$ cat src/design/jsd_pkg.sv
// Constants, codes and types of the secure boundary-scan instruction decoder.
// Assumes a 10-bit instruction register behind a TAP sampled by ref_clk.
//
// Function
// - Secure-enter from core path in user mode puts the device in secure mode.
// - Secure-release from core path in user mode leaves secure mode.
// - Secure mode lets pins use only bypass, sample, extest, idcode, error-detect; release from pins becomes bypass.
// - With tamper protection set, the device starts in secure mode.
// - Volatile-key-clear instruction erases the stored volatile key.
// - Key-cleared-check instruction starts a check that the non-volatile key is erased.
// - AC pulse test makes exactly three output transitions on selected cells.
// - Pulse: data at update, inverted entering idle, data again leaving idle.
// - Toggle train inverts outputs on every falling edge while in idle.
// - Toggle train has its own code and otherwise reuses the pulse behaviour.
// - AC instructions work only in user mode and on the variant having them.
// - No test-reset pin; the TAP resets only through TMS sequencing.
// - All user I/O pins stay high-impedance during configuration through the test port.
// - Identification read is the default instruction after power-up and test-logic-reset.
package jsd_pkg;

    localparam int IR_W = 10;
    localparam int ID_W = 32;
    localparam int AC_CELLS = 4;

    localparam logic [IR_W-1:0] CODE_SECURE_ENTER = 10'h1F0;
    localparam logic [IR_W-1:0] CODE_SECURE_RELEASE = 10'h331;
    localparam logic [IR_W-1:0] CODE_KEY_CLEAR = 10'h029;
    localparam logic [IR_W-1:0] CODE_KEY_CHECK = 10'h013;
    localparam logic [IR_W-1:0] CODE_AC_PULSE = 10'h08F;
    localparam logic [IR_W-1:0] CODE_AC_TRAIN = 10'h04F;
    localparam logic [IR_W-1:0] CODE_BYPASS = 10'h3FF;
    localparam logic [IR_W-1:0] CODE_SAMPLE = 10'h005;
    localparam logic [IR_W-1:0] CODE_EXTEST = 10'h00F;
    localparam logic [IR_W-1:0] CODE_IDREAD = 10'h006;
    // Arbitrary value; the error-detect shift code is not fixed here.
    localparam logic [IR_W-1:0] CODE_ERR_SHIFT = 10'h017;

    localparam logic [IR_W-1:0] IR_CAPTURE = 10'h001;
    // Arbitrary identification value.
    localparam logic [ID_W-1:0] ID_VALUE = 32'h0000_0001;

    typedef enum logic [3:0] {
        TAP_RESET, TAP_IDLE, TAP_SEL_DR, TAP_CAP_DR, TAP_SHIFT_DR, TAP_EXIT1_DR,
        TAP_PAUSE_DR, TAP_EXIT2_DR, TAP_UPD_DR, TAP_SEL_IR, TAP_CAP_IR, TAP_SHIFT_IR,
        TAP_EXIT1_IR, TAP_PAUSE_IR, TAP_EXIT2_IR, TAP_UPD_IR
    } jsd_tap_type;

    typedef struct packed {
        logic valid;
        logic [IR_W-1:0] code;
    } jsd_core_req_type;

    typedef struct packed {
        logic secure;
        logic key_clear;
        logic key_check;
        logic [IR_W-1:0] instr;
    } jsd_status_type;

endpackage : jsd_pkg

$ cat src/design/jsd_top.sv
// Secure boundary-scan instruction decoder with TAP, ID/bypass chains and AC test drive.
// Assumes TCK, TMS, TDI arrive asynchronously; core request and strap inputs are on ref_clk.
`timescale 1ns/1ns
module jsd_top
    import jsd_pkg::*;
#(
    parameter bit AC_VARIANT = 1'b1
)
(
    input wire logic ref_clk, // System clock, 100 MHz.
    input wire logic rst_n, // Asynchronous reset, active low.
    input wire logic tck, // Test clock pin.
    input wire logic tms, // Test mode select pin.
    input wire logic tdi, // Test data in pin.
    output logic tdo, // Test data out.
    output logic tdo_oe, // Test data out enable.
    input wire jsd_core_req_type core_req, // Core-side instruction request.
    input wire logic user_mode, // Device is in user mode.
    input wire logic tamper_protect, // Tamper-protection strap.
    input wire logic port_config_active, // Configuration through the test port.
    input wire logic [AC_CELLS-1:0] upd_data, // Update data of the AC test cells.
    output logic [AC_CELLS-1:0] ac_out, // Drive value of the AC test cells.
    output logic io_hiz, // Holds user I/O in high impedance.
    output jsd_status_type status // Decoder state and one-cycle key pulses.
);

    // ----------------------------------------------------------------
    // Pin synchronisers and TCK edge detection
    // ----------------------------------------------------------------
    logic tck_m_q, tck_s_q, tck_p_q;
    logic tms_m_q, tms_s_q;
    logic tdi_m_q, tdi_s_q;
    logic tck_rise, tck_fall;

    always_ff @(posedge ref_clk or negedge rst_n)
    begin
        if (!rst_n)
        begin
            tck_m_q <= 1'b0;
            tck_s_q <= 1'b0;
            tck_p_q <= 1'b0;
            tms_m_q <= 1'b1;
            tms_s_q <= 1'b1;
            tdi_m_q <= 1'b1;
            tdi_s_q <= 1'b1;
        end
        else
        begin
            tck_m_q <= tck;
            tck_s_q <= tck_m_q;
            tck_p_q <= tck_s_q;
            tms_m_q <= tms;
            tms_s_q <= tms_m_q;
            tdi_m_q <= tdi;
            tdi_s_q <= tdi_m_q;
        end
    end

    assign tck_rise = tck_s_q & ~tck_p_q;
    assign tck_fall = ~tck_s_q & tck_p_q;

    // ----------------------------------------------------------------
    // TAP controller
    // ----------------------------------------------------------------
    jsd_tap_type tap_q, tap_d;

    always_comb
    begin
        tap_d = tap_q;
        case (tap_q)
            TAP_RESET: tap_d = tms_s_q ? TAP_RESET : TAP_IDLE;
            TAP_IDLE: tap_d = tms_s_q ? TAP_SEL_DR : TAP_IDLE;
            TAP_SEL_DR: tap_d = tms_s_q ? TAP_SEL_IR : TAP_CAP_DR;
            TAP_CAP_DR: tap_d = tms_s_q ? TAP_EXIT1_DR : TAP_SHIFT_DR;
            TAP_SHIFT_DR: tap_d = tms_s_q ? TAP_EXIT1_DR : TAP_SHIFT_DR;
            TAP_EXIT1_DR: tap_d = tms_s_q ? TAP_UPD_DR : TAP_PAUSE_DR;
            TAP_PAUSE_DR: tap_d = tms_s_q ? TAP_EXIT2_DR : TAP_PAUSE_DR;
            TAP_EXIT2_DR: tap_d = tms_s_q ? TAP_UPD_DR : TAP_SHIFT_DR;
            TAP_UPD_DR: tap_d = tms_s_q ? TAP_SEL_DR : TAP_IDLE;
            TAP_SEL_IR: tap_d = tms_s_q ? TAP_RESET : TAP_CAP_IR;
            TAP_CAP_IR: tap_d = tms_s_q ? TAP_EXIT1_IR : TAP_SHIFT_IR;
            TAP_SHIFT_IR: tap_d = tms_s_q ? TAP_EXIT1_IR : TAP_SHIFT_IR;
            TAP_EXIT1_IR: tap_d = tms_s_q ? TAP_UPD_IR : TAP_PAUSE_IR;
            TAP_PAUSE_IR: tap_d = tms_s_q ? TAP_EXIT2_IR : TAP_PAUSE_IR;
            TAP_EXIT2_IR: tap_d = tms_s_q ? TAP_UPD_IR : TAP_SHIFT_IR;
            TAP_UPD_IR: tap_d = tms_s_q ? TAP_SEL_DR : TAP_IDLE;
            default: tap_d = TAP_RESET;
        endcase
    end

    // The TAP leaves reset only through TMS; there is no test-reset input.
    always_ff @(posedge ref_clk or negedge rst_n)
    begin
        if (!rst_n)
            tap_q <= TAP_RESET;
        else if (tck_rise)
            tap_q <= tap_d;
    end

    // ----------------------------------------------------------------
    // Instruction filter
    // ----------------------------------------------------------------
    // Returns the instruction that takes effect; refused ones become bypass.
    function automatic logic [IR_W-1:0] filter_code(
        input logic [IR_W-1:0] code,
        input logic from_core,
        input logic secure,
        input logic user
    );
        logic [IR_W-1:0] res;
        logic allowed;
        res = code;
        allowed = (code == CODE_BYPASS) || (code == CODE_SAMPLE) || (code == CODE_EXTEST)
            || (code == CODE_IDREAD) || (code == CODE_ERR_SHIFT);
        if ((code == CODE_SECURE_ENTER) || (code == CODE_SECURE_RELEASE))
        begin
            if (!(from_core && user))
                res = CODE_BYPASS;
        end
        else if (secure && !from_core && !allowed)
            res = CODE_BYPASS;
        else if ((code == CODE_AC_PULSE) || (code == CODE_AC_TRAIN))
        begin
            if (!(user && AC_VARIANT))
                res = CODE_BYPASS;
        end
        return res;
    endfunction : filter_code

    // ----------------------------------------------------------------
    // Instruction register and secure mode
    // ----------------------------------------------------------------
    logic [IR_W-1:0] ir_sh_q;
    logic [IR_W-1:0] ir_q;
    logic secure_q;
    logic strap_done_q;
    logic load_pin, load_core, load_any;
    logic [IR_W-1:0] new_code;

    assign load_core = core_req.valid;
    assign load_pin = tck_fall && (tap_q == TAP_UPD_IR) && !load_core;
    assign load_any = load_core || load_pin;
    assign new_code = load_core ? filter_code(core_req.code, 1'b1, secure_q, user_mode)
        : filter_code(ir_sh_q, 1'b0, secure_q, user_mode);

    always_ff @(posedge ref_clk or negedge rst_n)
    begin
        if (!rst_n)
            ir_sh_q <= IR_CAPTURE;
        else if (tck_rise && (tap_q == TAP_CAP_IR))
            ir_sh_q <= IR_CAPTURE;
        else if (tck_rise && (tap_q == TAP_SHIFT_IR))
            ir_sh_q <= {tdi_s_q, ir_sh_q[IR_W-1:1]};
    end

    always_ff @(posedge ref_clk or negedge rst_n)
    begin
        if (!rst_n)
            ir_q <= CODE_IDREAD;
        else if (load_any)
            ir_q <= new_code;
        else if (tap_q == TAP_RESET)
            ir_q <= CODE_IDREAD;
    end

    // The tamper strap is caught once, in the first cycle after reset release.
    always_ff @(posedge ref_clk or negedge rst_n)
    begin
        if (!rst_n)
        begin
            secure_q <= 1'b0;
            strap_done_q <= 1'b0;
        end
        else
        begin
            strap_done_q <= 1'b1;
            if (!strap_done_q)
                secure_q <= tamper_protect;
            else if (load_any && (new_code == CODE_SECURE_ENTER))
                secure_q <= 1'b1;
            else if (load_any && (new_code == CODE_SECURE_RELEASE))
                secure_q <= 1'b0;
        end
    end

    // ----------------------------------------------------------------
    // Key actions and status
    // ----------------------------------------------------------------
    always_ff @(posedge ref_clk or negedge rst_n)
    begin
        if (!rst_n)
            status <= '0;
        else
        begin
            status.secure <= secure_q;
            status.instr <= ir_q;
            status.key_clear <= load_any && (new_code == CODE_KEY_CLEAR);
            status.key_check <= load_any && (new_code == CODE_KEY_CHECK);
        end
    end

    always_ff @(posedge ref_clk or negedge rst_n)
    begin
        if (!rst_n)
            io_hiz <= 1'b0;
        else
            io_hiz <= port_config_active;
    end

    // ----------------------------------------------------------------
    // Data register: identification value or one-bit bypass
    // ----------------------------------------------------------------
    logic [ID_W-1:0] dr_q;
    logic id_sel;

    assign id_sel = (ir_q == CODE_IDREAD);

    always_ff @(posedge ref_clk or negedge rst_n)
    begin
        if (!rst_n)
            dr_q <= '0;
        else if (tck_rise && (tap_q == TAP_CAP_DR))
            dr_q <= id_sel ? ID_VALUE : '0;
        else if (tck_rise && (tap_q == TAP_SHIFT_DR))
            dr_q <= id_sel ? {tdi_s_q, dr_q[ID_W-1:1]} : {{(ID_W-1){1'b0}}, tdi_s_q};
    end

    // Test data out changes on the falling TCK edge only.
    always_ff @(posedge ref_clk or negedge rst_n)
    begin
        if (!rst_n)
        begin
            tdo <= 1'b0;
            tdo_oe <= 1'b0;
        end
        else if (tck_fall)
        begin
            tdo_oe <= (tap_q == TAP_SHIFT_IR) || (tap_q == TAP_SHIFT_DR);
            tdo <= (tap_q == TAP_SHIFT_IR) ? ir_sh_q[0] : dr_q[0];
        end
    end

    // ----------------------------------------------------------------
    // AC pulse and toggle-train drive
    // ----------------------------------------------------------------
    logic ac_pulse, ac_train, ac_any;
    logic idle_seen_q;
    logic [IR_W-1:0] ac_code;

    // The instruction taking effect at this edge decides, so the update-state drive is not lost.
    assign ac_code = load_any ? new_code : ir_q;
    assign ac_pulse = (ac_code == CODE_AC_PULSE);
    assign ac_train = (ac_code == CODE_AC_TRAIN);
    assign ac_any = ac_pulse || ac_train;

    // Tracks whether the previous falling edge found the TAP in idle.
    always_ff @(posedge ref_clk or negedge rst_n)
    begin
        if (!rst_n)
            idle_seen_q <= 1'b0;
        else if (tck_fall)
            idle_seen_q <= (tap_q == TAP_IDLE);
    end

    always_ff @(posedge ref_clk or negedge rst_n)
    begin
        if (!rst_n)
            ac_out <= '0;
        else if (tck_fall && ac_any)
        begin
            if ((tap_q == TAP_UPD_DR) || (tap_q == TAP_UPD_IR))
                ac_out <= upd_data;
            else if ((tap_q == TAP_IDLE) && (!idle_seen_q || ac_train))
                ac_out <= ~ac_out;
            else if ((tap_q != TAP_IDLE) && idle_seen_q)
                ac_out <= upd_data;
        end
    end

endmodule : jsd_top

$ cat config.mk
export PLATFORM = sky130hd
export DESIGN_NAME = jsd_top
export DESIGN_NICKNAME = d
export VERILOG_FILES = /design/src/design/jsd_pkg.sv /design/src/design/jsd_top.sv
export SDC_FILE = /design/constraint.sdc
export NUM_CORES = 1
export LEC_CHECK = 0
export BUFFER_PORTS_ARGS = -buffer_cell sky130_fd_sc_hd__buf_4
export CAP_MARGIN = 15
export CORE_ASPECT_RATIO = 1.4
export CORE_MARGIN = 5
export CORE_UTILIZATION = 40
export DETAILED_ROUTE_END_ITERATION = 8
export HOLD_SLACK_MARGIN = 0.12
export SLEW_MARGIN = 25
export SYNTH_ARGS = -nofsm -noshare
export SYNTH_HDL_FRONTEND = slang
export SYNTH_SLANG_ARGS = --single-unit
$ cat constraint.sdc
create_clock -name ref_clk -period 3.18 [get_ports ref_clk]
set_input_delay 0.636 -clock ref_clk [delete_from_list [all_inputs] [get_ports ref_clk]]
set_output_delay 0.636 -clock ref_clk [all_outputs]
set_load 0.01 [all_outputs]
* Word-level counts from Yosys, hierarchy flattened
Index checks and enable logic that the tools add are counted.
Cells by class: mux-type cells 37, reductions and logical operators 39, equality and inequality tests 37, bitwise gates (word level) 5
Operators with widths (count):
- two-way mux 10 bit | 13
- two-way mux 32 bit | 3
- case mux 4 bit (12 select lines) | 1
- equality test 10 bit (second input constant) | 4
- equality test 4 bit (second input constant) | 8
- equality test 10 x 3 -> 1 bit (second input constant) | 3
- equality test 10 x 7 -> 1 bit (second input constant) | 3
- equality test 10 x 8 -> 1 bit (second input constant) | 3
- equality test 10 x 9 -> 1 bit (second input constant) | 3
- two-way mux 4 bit | 7
- equality test 10 x 5 -> 1 bit (second input constant) | 2
- equality test 4 x 3 -> 1 bit (second input constant) | 4
- logical AND 1 bit | 14
- logical OR 1 bit | 13
- equality test 10 x 4 -> 1 bit (second input constant) | 1
- equality test 10 x 6 -> 1 bit (second input constant) | 1
- equality test 4 x 2 -> 1 bit (second input constant) | 2
- two-way mux 1 bit | 8
- two-way mux 2 bit | 3
- two-way mux 3 bit | 2
- nonzero test 2 bit | 3
- equality test 4 x 1 -> 1 bit (second input constant) | 1
- zero test 4 bit | 1
- inequality test 4 x 1 -> 1 bit (second input constant) | 1
- 9 further kinds | 14
Word-level totals: bits in registers 86, output and inout bits 20, input bits 23

* Logic depth before layout (Yosys ltp)
Gate-level depths: netlist of run 1.
word-level depth 16, depth in mapped cells 10

* Worst setup path before layout of run 1
Ideal clock, no wire load.
kind input to register, from input core_req[4] (netlist name), to register ac_out[0], stages 9, data arrival time 3176 ps, buffers on the path 0, required time 3101 ps, setup slack -75 ps, cell sequence or4b_4 o41ai_4 a21o_2 o32ai_1 or3b_4 a2111oi_4 o2111ai_2 o21bai_1 mux2i_1
Between the ends: longest elaborated chain between the ends 11, elaborated cells between the ends (all ways) 21
Ends and longest elaborated chain:
- start, declared | line jsd_top.sv:17 | input wire jsd_core_req_type core_req,
- equality test 10 x 8 -> 1 bit / equality test 10 x 7 -> 1 bit (equally long branches) | line jsd_top.sv:122 | else if ((code == CODE_AC_PULSE) || (code == CODE_AC_TRAIN))
- logical OR 1 bit | line jsd_top.sv:122
- two-way mux 10 bit | line jsd_top.sv:122
- two-way mux 10 bit * | line jsd_top.sv:115 | if ((code == CODE_SECURE_ENTER) || (code == CODE_SECURE_RELEASE))
- two-way mux 10 bit * | line jsd_top.sv:143 | assign new_code = load_core ? filter_code(core_req.code, 1'b1, secure_q, user_mode)
- two-way mux 10 bit * | line jsd_top.sv:251 | assign ac_code = load_any ? new_code : ir_q;
- equality test 10 x 7 -> 1 bit | line jsd_top.sv:253 | assign ac_train = (ac_code == CODE_AC_TRAIN);
- logical OR 1 bit | line jsd_top.sv:273 | else if ((tap_q == TAP_IDLE) && (!idle_seen_q || ac_train))
- logical AND 1 bit | line jsd_top.sv:273
- nonzero test 3 bit (no line) / two-way mux 4 bit (equally long branches)
- AND reduction 2 bit (no line) / two-way mux 4 bit (equally long branches)
- end signal, assigned | line jsd_top.sv:272 | ac_out <= upd_data;
- end signal, assigned | line jsd_top.sv:274 | ac_out <= ~ac_out;
- end signal, assigned | line jsd_top.sv:276 | ac_out <= upd_data;
- end, declared | line jsd_top.sv:22 | output logic [AC_CELLS-1:0] ac_out,
Every way passes the cells marked *; elsewhere a longest branch is shown, timed or not. A chain may end at the register's enable or synchronous reset.

* Worst setup path in the final report of run 1
from register ir_sh_q[9], to register ac_out[0]
Between the ends: longest elaborated chain between the ends 16, elaborated cells between the ends (all ways) 33
Ends and longest elaborated chain:
- start, declared | line jsd_top.sv:133 | logic [IR_W-1:0] ir_sh_q;
- start signal, assigned | line jsd_top.sv:153 | ir_sh_q <= {tdi_s_q, ir_sh_q[IR_W-1:1]};
- equality test 10 bit / equality test 10 x 3 -> 1 bit (equally long branches) | line jsd_top.sv:113 | allowed = (code == CODE_BYPASS) || (code == CODE_SAMPLE) || (code == CODE_EXTEST)
- logical OR 1 bit (2 in series) | line jsd_top.sv:113
- logical OR 1 bit (2 in series) | line jsd_top.sv:114 | || (code == CODE_IDREAD) || (code == CODE_ERR_SHIFT);
- zero test 1 bit | line jsd_top.sv:120 | else if (secure && !from_core && !allowed)
- logical AND 1 bit | line jsd_top.sv:120
- two-way mux 10 bit | line jsd_top.sv:120
- two-way mux 10 bit * | line jsd_top.sv:115
- two-way mux 10 bit * | line jsd_top.sv:143
- two-way mux 10 bit * | line jsd_top.sv:251
- equality test 10 x 7 -> 1 bit | line jsd_top.sv:253
- logical OR 1 bit | line jsd_top.sv:273
- logical AND 1 bit | line jsd_top.sv:273
- nonzero test 3 bit (no line) / two-way mux 4 bit (equally long branches)
- AND reduction 2 bit (no line) / two-way mux 4 bit (equally long branches)
Marks and branches as above.

==> results of run 1 <==
==> worst max-delay path: stages (launching register included) <==
cell	delay, ns
dfrtp_1	0.39
buf_4	0.17
or3_1	0.42
nor4_4	0.37
nor3_1	0.17
or4_1	0.51
o21ai_1	0.16
o2111a_1	0.27
o2111ai_4	0.18
o21bai_1	0.22
mux2i_1	0.13
==> timing repair <==
| item | CTS | global route |
|---|---|---|
| endpoints found under the setup margin | 0 | 5 |
| gates resized for setup | 0 | 12 |
| buffers inserted | 0 | 0 |
==> area by class of cell <==
| cell class | instances | area share |
|---|---|---|
| sequential | 86 | 0.437 |
| multi-input combinational | 248 | 0.348 |
| timing repair buffer | 75 | 0.114 |
| clock buffer | 9 | 0.0455 |
| tap | 132 | 0.0334 |
| clock inverter | 7 | 0.0159 |
| inverter | 9 | 0.00683 |
==> power by group through the flow <==
stage / sequential [mW] / clock, mW / combinational (mW)
detailed placement: 1.34 / 0 / 0.792
global route: 1.33 / 1.15 / 0.910
floorplan: 1.34 / 0 / 0.476
finish: 1.32 / 1.06 / 0.820
CTS: 1.32 / 1.09 / 0.796
global placement: 1.34 / 0 / 0.784
==> cell usage after synthesis, drive strengths merged (5+ instances only) <==
cell    number  area, µm²
nor2        14       52.6
clkbuf      18       67.6
o21ai       19       95.1
a22o        30        263
nor2b        5       31.3
a31oi        6       37.5
nor4         8       50.1
dfrtp       79       1980
inv          9       33.8
nand2       34        128
o31ai        6       45.0
nand3       24        120
nand2b       5       31.3
nor3         6       35.0
dfstp        7        184
a21o         5       38.8
a21oi       13       65.1
mux2i        6       60.1
==> metrics by stage <==
| stage | total power [mW] | hold slack [ns] |
|---|---|---|
| 2_1_floorplan | 1.81 | 0.331 |
| 3_3_place_gp | 2.12 | 0.338 |
| 3_5_place_dp | 2.13 | 0.341 |
| 4_1_cts | 3.21 | 0.307 |
| 5_1_grt | 3.39 | 0.319 |
| 6_report | 3.20 | 0.276 |
==> routing by layer <==
metal	wire length (µm)	GRT usage
met3	305	0.0429
met5	0	0
met2	5040	0.295
met4	170	0.0510
met1	3880	0.189
==> path summary, 6_finish.rpt <==
kind	from	endpoint	slack, ns	cells after the start
hold reg to reg	tms_m_q	tms_s_q	0.35	0
min in group ref_clk	tms_m_q	tms_s_q	0.35	0
setup / recovery	ir_sh_q[9]	ac_out[0]	0.12	10
hold / removal	rst_n	status[12]	0.28	1
max in group asynchronous	rst_n	ir_q[1]	2.11	2
setup reg to reg	ir_sh_q[9]	ac_out[0]	0.12	10
==> cells by family after synthesis <==
| family | share of synthesized area |
|---|---|
| buf+inv | 0.0315 |
| compound gates | 0.221 |
| simple gates | 0.165 |
| mux | 0.0182 |
| other cells | 0.000954 |
| flops | 0.550 |
| xor+xnor | 0.0134 |
==> state kept, by name (all words and copies together), names as in the netlist, 4 cells and up <==
name / cells
dr_q: 32
status: 13
ir_q: 10
ir_sh_q: 10
ac_out: 4
tap_q: 4
==> results.yml, run 1 <==
status:
  outcome: "complete, no violations"
timing:
  period_needed_ns: 3.06
  worst_slew_margin_rel: 0.614
  hold_viol: 0
  setup_tns_ns: 0
  fmax_mhz: 327
  slew_viol_final: 0
  finalClockSkew_ns: 0.00911
  min_period_over_period: 0.961
  worst_pin_slew_ns: 0.574
  layout_setup_ws_ns: 0.123
  setup_viol: 0
clock_network:
  cts_max_path_buffers: 2
  cts_sinks: 86
  cts_tree: "built"
  root_buffer: "clkbuf_16"
  postCtsHoldBufs: 0
  insertion_delay_ns: 0.34
  path_clk_slew_ns: 0.07
  cts_made_buffers: 9
  h-tree-depth: 3
finish:
  mostFrequentLayoutCells: "dfrtp_1, buf_4, nand2_1"
  multi_input_area_mm2: 0.00172
  final_common_cell: "dfrtp_1"
  n_antenna_cell: 0
  drive_above_1_share: 0.281
  seq_area_mm2: 0.00216
  area_delta_synth_final_pct: 26.0
  nets: 452
  final_cell_area_mm2: 0.00495
  fin_util: 0.520
  fill_cells: 859
  fin_cells: 566
detailed_routing:
  first_pass_iters: 4
  dr_total_vias: 3131
  vias_per_cell: 5.53
  ant_nets: 0
  drt_iter0_markers: 216
  routed_wl_um: 9400
  wl_per_cell_um: 16.6
  drcViolationCount: 0
floorplanning:
  rows: 42
  die_x_um: 93.8
  core_area_mm2: 0.00951
  ios: 43
  die_h_um: 127
  initial_utilization: 0.413
  die_area_mm2: 0.0119
global_route:
  grt_pass1_vias: 3200
  antenna_found_initial: 0
  grt_overflow_total: 0
  grt_max_degree: 47
  grt_usage: 0.164
  grt_first_pass_wirelength_um: 15600
placement:
  dp_worst_setup_slack_ns: -0.204
  dp.cells: 549
  placed_area_mm2: 0.00457
  routabilityCongestion: 0.843
  dpl.hpwl_um: 6690
  port_buffers: 42
setup_path:
  startpoint_type: "flip-flop"
  cp.arrival_ns: 3.32
  path_max_fanout: 8
  worstSetupPathType: "flip-flop to flip-flop"
  end_kind: "flip-flop"
  cp.required_ns: 3.45
synthesis:
  synth_area_mm2: 0.00393
  synth.ff_latch_count: 86
  ys_seq_area_frac: 0.550
  synth_cells: 364
  synth_nets: 387
  synth.distinct_cells: 65
  yosysWarningCount: 0
  async_reset_ff_frac: 1.00
  ys.flop_type: "dfrtp_1"
  avgSynthCellArea_um2: 10.8
  synth_edf_count: 0
power_and_ir_drop:
  power_frac_comb: 0.256
  peakVddDrop_uv: 298
  p_switching_mw: 1.03
  p_seq_frac: 0.411
  p_sw_frac: 0.322
  pwr_density_cell_mw_per_mm2: 647
  p_clk_frac: 0.333
  p_int_mw: 2.17
  leakage_nw: 2.26
flow_run:
  max-cap-violations: 0
hold_path:
  hold_path.class: "input pin to async pin"
Power figures use the tool's default switching activity.
==> run 2, diff against run 1 <==
Settings changed: CAP_MARGIN 15 to 25.
Clock period 3.18 ns to 3.6 ns, I/O delays scaled along.
==> results.yml, run 2 (synthesis results as in run 1) <==
global_route:
  grt_max_degree: 87
  grt_usage: 0.155
  grt_overflow_total: 0
  grt_first_pass_wirelength_um: 14600
  antenna_found_initial: 0
  grt_pass1_vias: 2979
setup_path:
  path_max_fanout: 8
  worstSetupPathType: "flip-flop to flip-flop"
  worstRegToRegCells: 9
  reg2reg_to: "ac_out[2]"
  reg2reg_from: "ir_sh_q[8]"
  cp.arrival_ns: 3.65
  startpoint_type: "flip-flop"
  path_buf_inv: 0
  cp.required_ns: 3.87
  r2r_setup_slack_ns: 0.22
  crit_start: "ir_sh_q[8]"
  cp_slowest_cell: "or4_4"
  endpoint: "ac_out[2]"
  cp_top_family: "simple AND/OR/NAND/NOR gates"
  crit_cells: 9
  end_kind: "flip-flop"
  max_stage_delay_ns: 0.55
  path_cells: "or4_4 > nor4_1 > a311o_2 > o32ai_1 > or3b_4 > a2111oi_4 > o2111ai_2 > o21bai_1 > mux2i_1"
placement:
  dp.cells: 527
  placed_area_mm2: 0.00441
  dpl.hpwl_um: 6320
  routabilityCongestion: 0.914
  port_buffers: 42
timing:
  setup_viol: 0
  hold_slack_ns: 0.349
  fmax_mhz: 296
  slew_viol_final: 0
  finalClockSkew_ns: 0.00763
  min_period_over_period: 0.940
  worst_slew_margin_rel: 0.494
  rsz0062_at_grt: "no"
  worst_pin_slew_ns: 0.752
  period_needed_ns: 3.38
  hold_viol: 0
finish:
  n_antenna_cell: 0
  nets: 429
  drive_above_1_share: 0.226
  top_register: "dr_q"
  final_common_cell: "dfrtp_1"
  largestRegisters: "dr_q (32), status (13)"
  mostFrequentLayoutCells: "dfrtp_1, buf_4, nand2_1"
  area_delta_synth_final_pct: 20.3
  final_cell_area_mm2: 0.00472
  fin_cells: 543
  largest_reg_flops: 32
clock_network:
  post_cts_buffers: 0
  cts_tree: "built"
  postCtsHoldBufs: 0
  ctsResizeCount: 0
  insertion_delay_ns: 0.34
  cts_sinks: 86
  path_clk_slew_ns: 0.07
  cts_max_path_buffers: 2
  h-tree-depth: 3
  root_buffer: "clkbuf_16"
  cts_made_buffers: 9
power_and_ir_drop:
  peakVddDrop_uv: 294
  p_total_mw: 2.78
  leakage_nw: 2.14
  pwr_density_cell_mw_per_mm2: 589
detailed_routing:
  drt_iter0_markers: 180
  drcViolationCount: 0
  first_pass_iters: 4
  routed_wl_um: 8960
  wl_per_cell_um: 16.5
  dr_total_vias: 3025
  vias_per_cell: 5.57
  ant_nets: 0
hold_path:
  hold_path.class: "flip-flop to flip-flop"
floorplanning:
  rows: 42
  ios: 43
  initial_utilization: 0.413
  core_area_mm2: 0.00951
  die_x_um: 93.8
  die_h_um: 127
  die_area_mm2: 0.0119
status:
  outcome: "complete, no violations"
flow_run:
  max-cap-violations: 0
run 2: cell count changes in the layout (fill, tap and decap cells not counted), sizes merged:
cell and delta:
nor3 -1, buf -22, clkinvlp -1, clkinv +1
run 2: report_power, final:
group | internal (mW) | switching (mW) | leakage [nW]
Combinational | 0.252 | 0.356 | 0.874
Clock | 0.552 | 0.407 | 0.150
Sequential | 1.09 | 0.130 | 1.12
Total | 1.89 | 0.892 | 2.14
run 2: area by class of cell:
cell class	count	area, µm²
Clock buffer	9	225
Clock inverter	7	88.8
Fill cell	884	4790
Inverter	9	33.8
Multi-Input combinational cell	247	1650
Sequential cell	86	2160
Tap cell	132	165
Timing Repair Buffer	53	402
run 2: per-stage QoR:
step	setup TNS (ns)	util	setup slack [ns]
6_report	0	0.497	0.217
2_1_floorplan	0	-	0.261
3_3_place_gp	0	0.463	0.0894
4_1_cts	0	0.497	0.278
5_1_grt	0	0.497	0.0480
3_5_place_dp	-0.00627	0.464	-0.00627
run 2: worst min path at each step:
stage	from	to	slack, ns	cells past startpoint
5_1_grt	tms_m_q	tms_s_q	0.35	0
3_5_place_dp	tck_m_q	tck_s_q	0.34	0
6_report	tms_m_q	tms_s_q	0.35	0
2_1_floorplan	tck_m_q	tck_s_q	0.33	0
3_3_place_gp	tck_m_q	tck_s_q	0.34	0
4_1_cts	tdi_m_q	tdi_s_q	0.35	0
run 2: layer usage:
metal / GRT usage / part of all wire / wire (µm) / vias to the layer above
met2: 0.263 / 0.51 / 4600 / 78
met1: 0.172 / 0.40 / 3590 / 1475
met4: 0.0876 / 0.037 / 331 / 0
li1: - / - / - / 1448
met5: 0 / 0 / 0 / -
met3: 0.0424 / 0.049 / 442 / 24
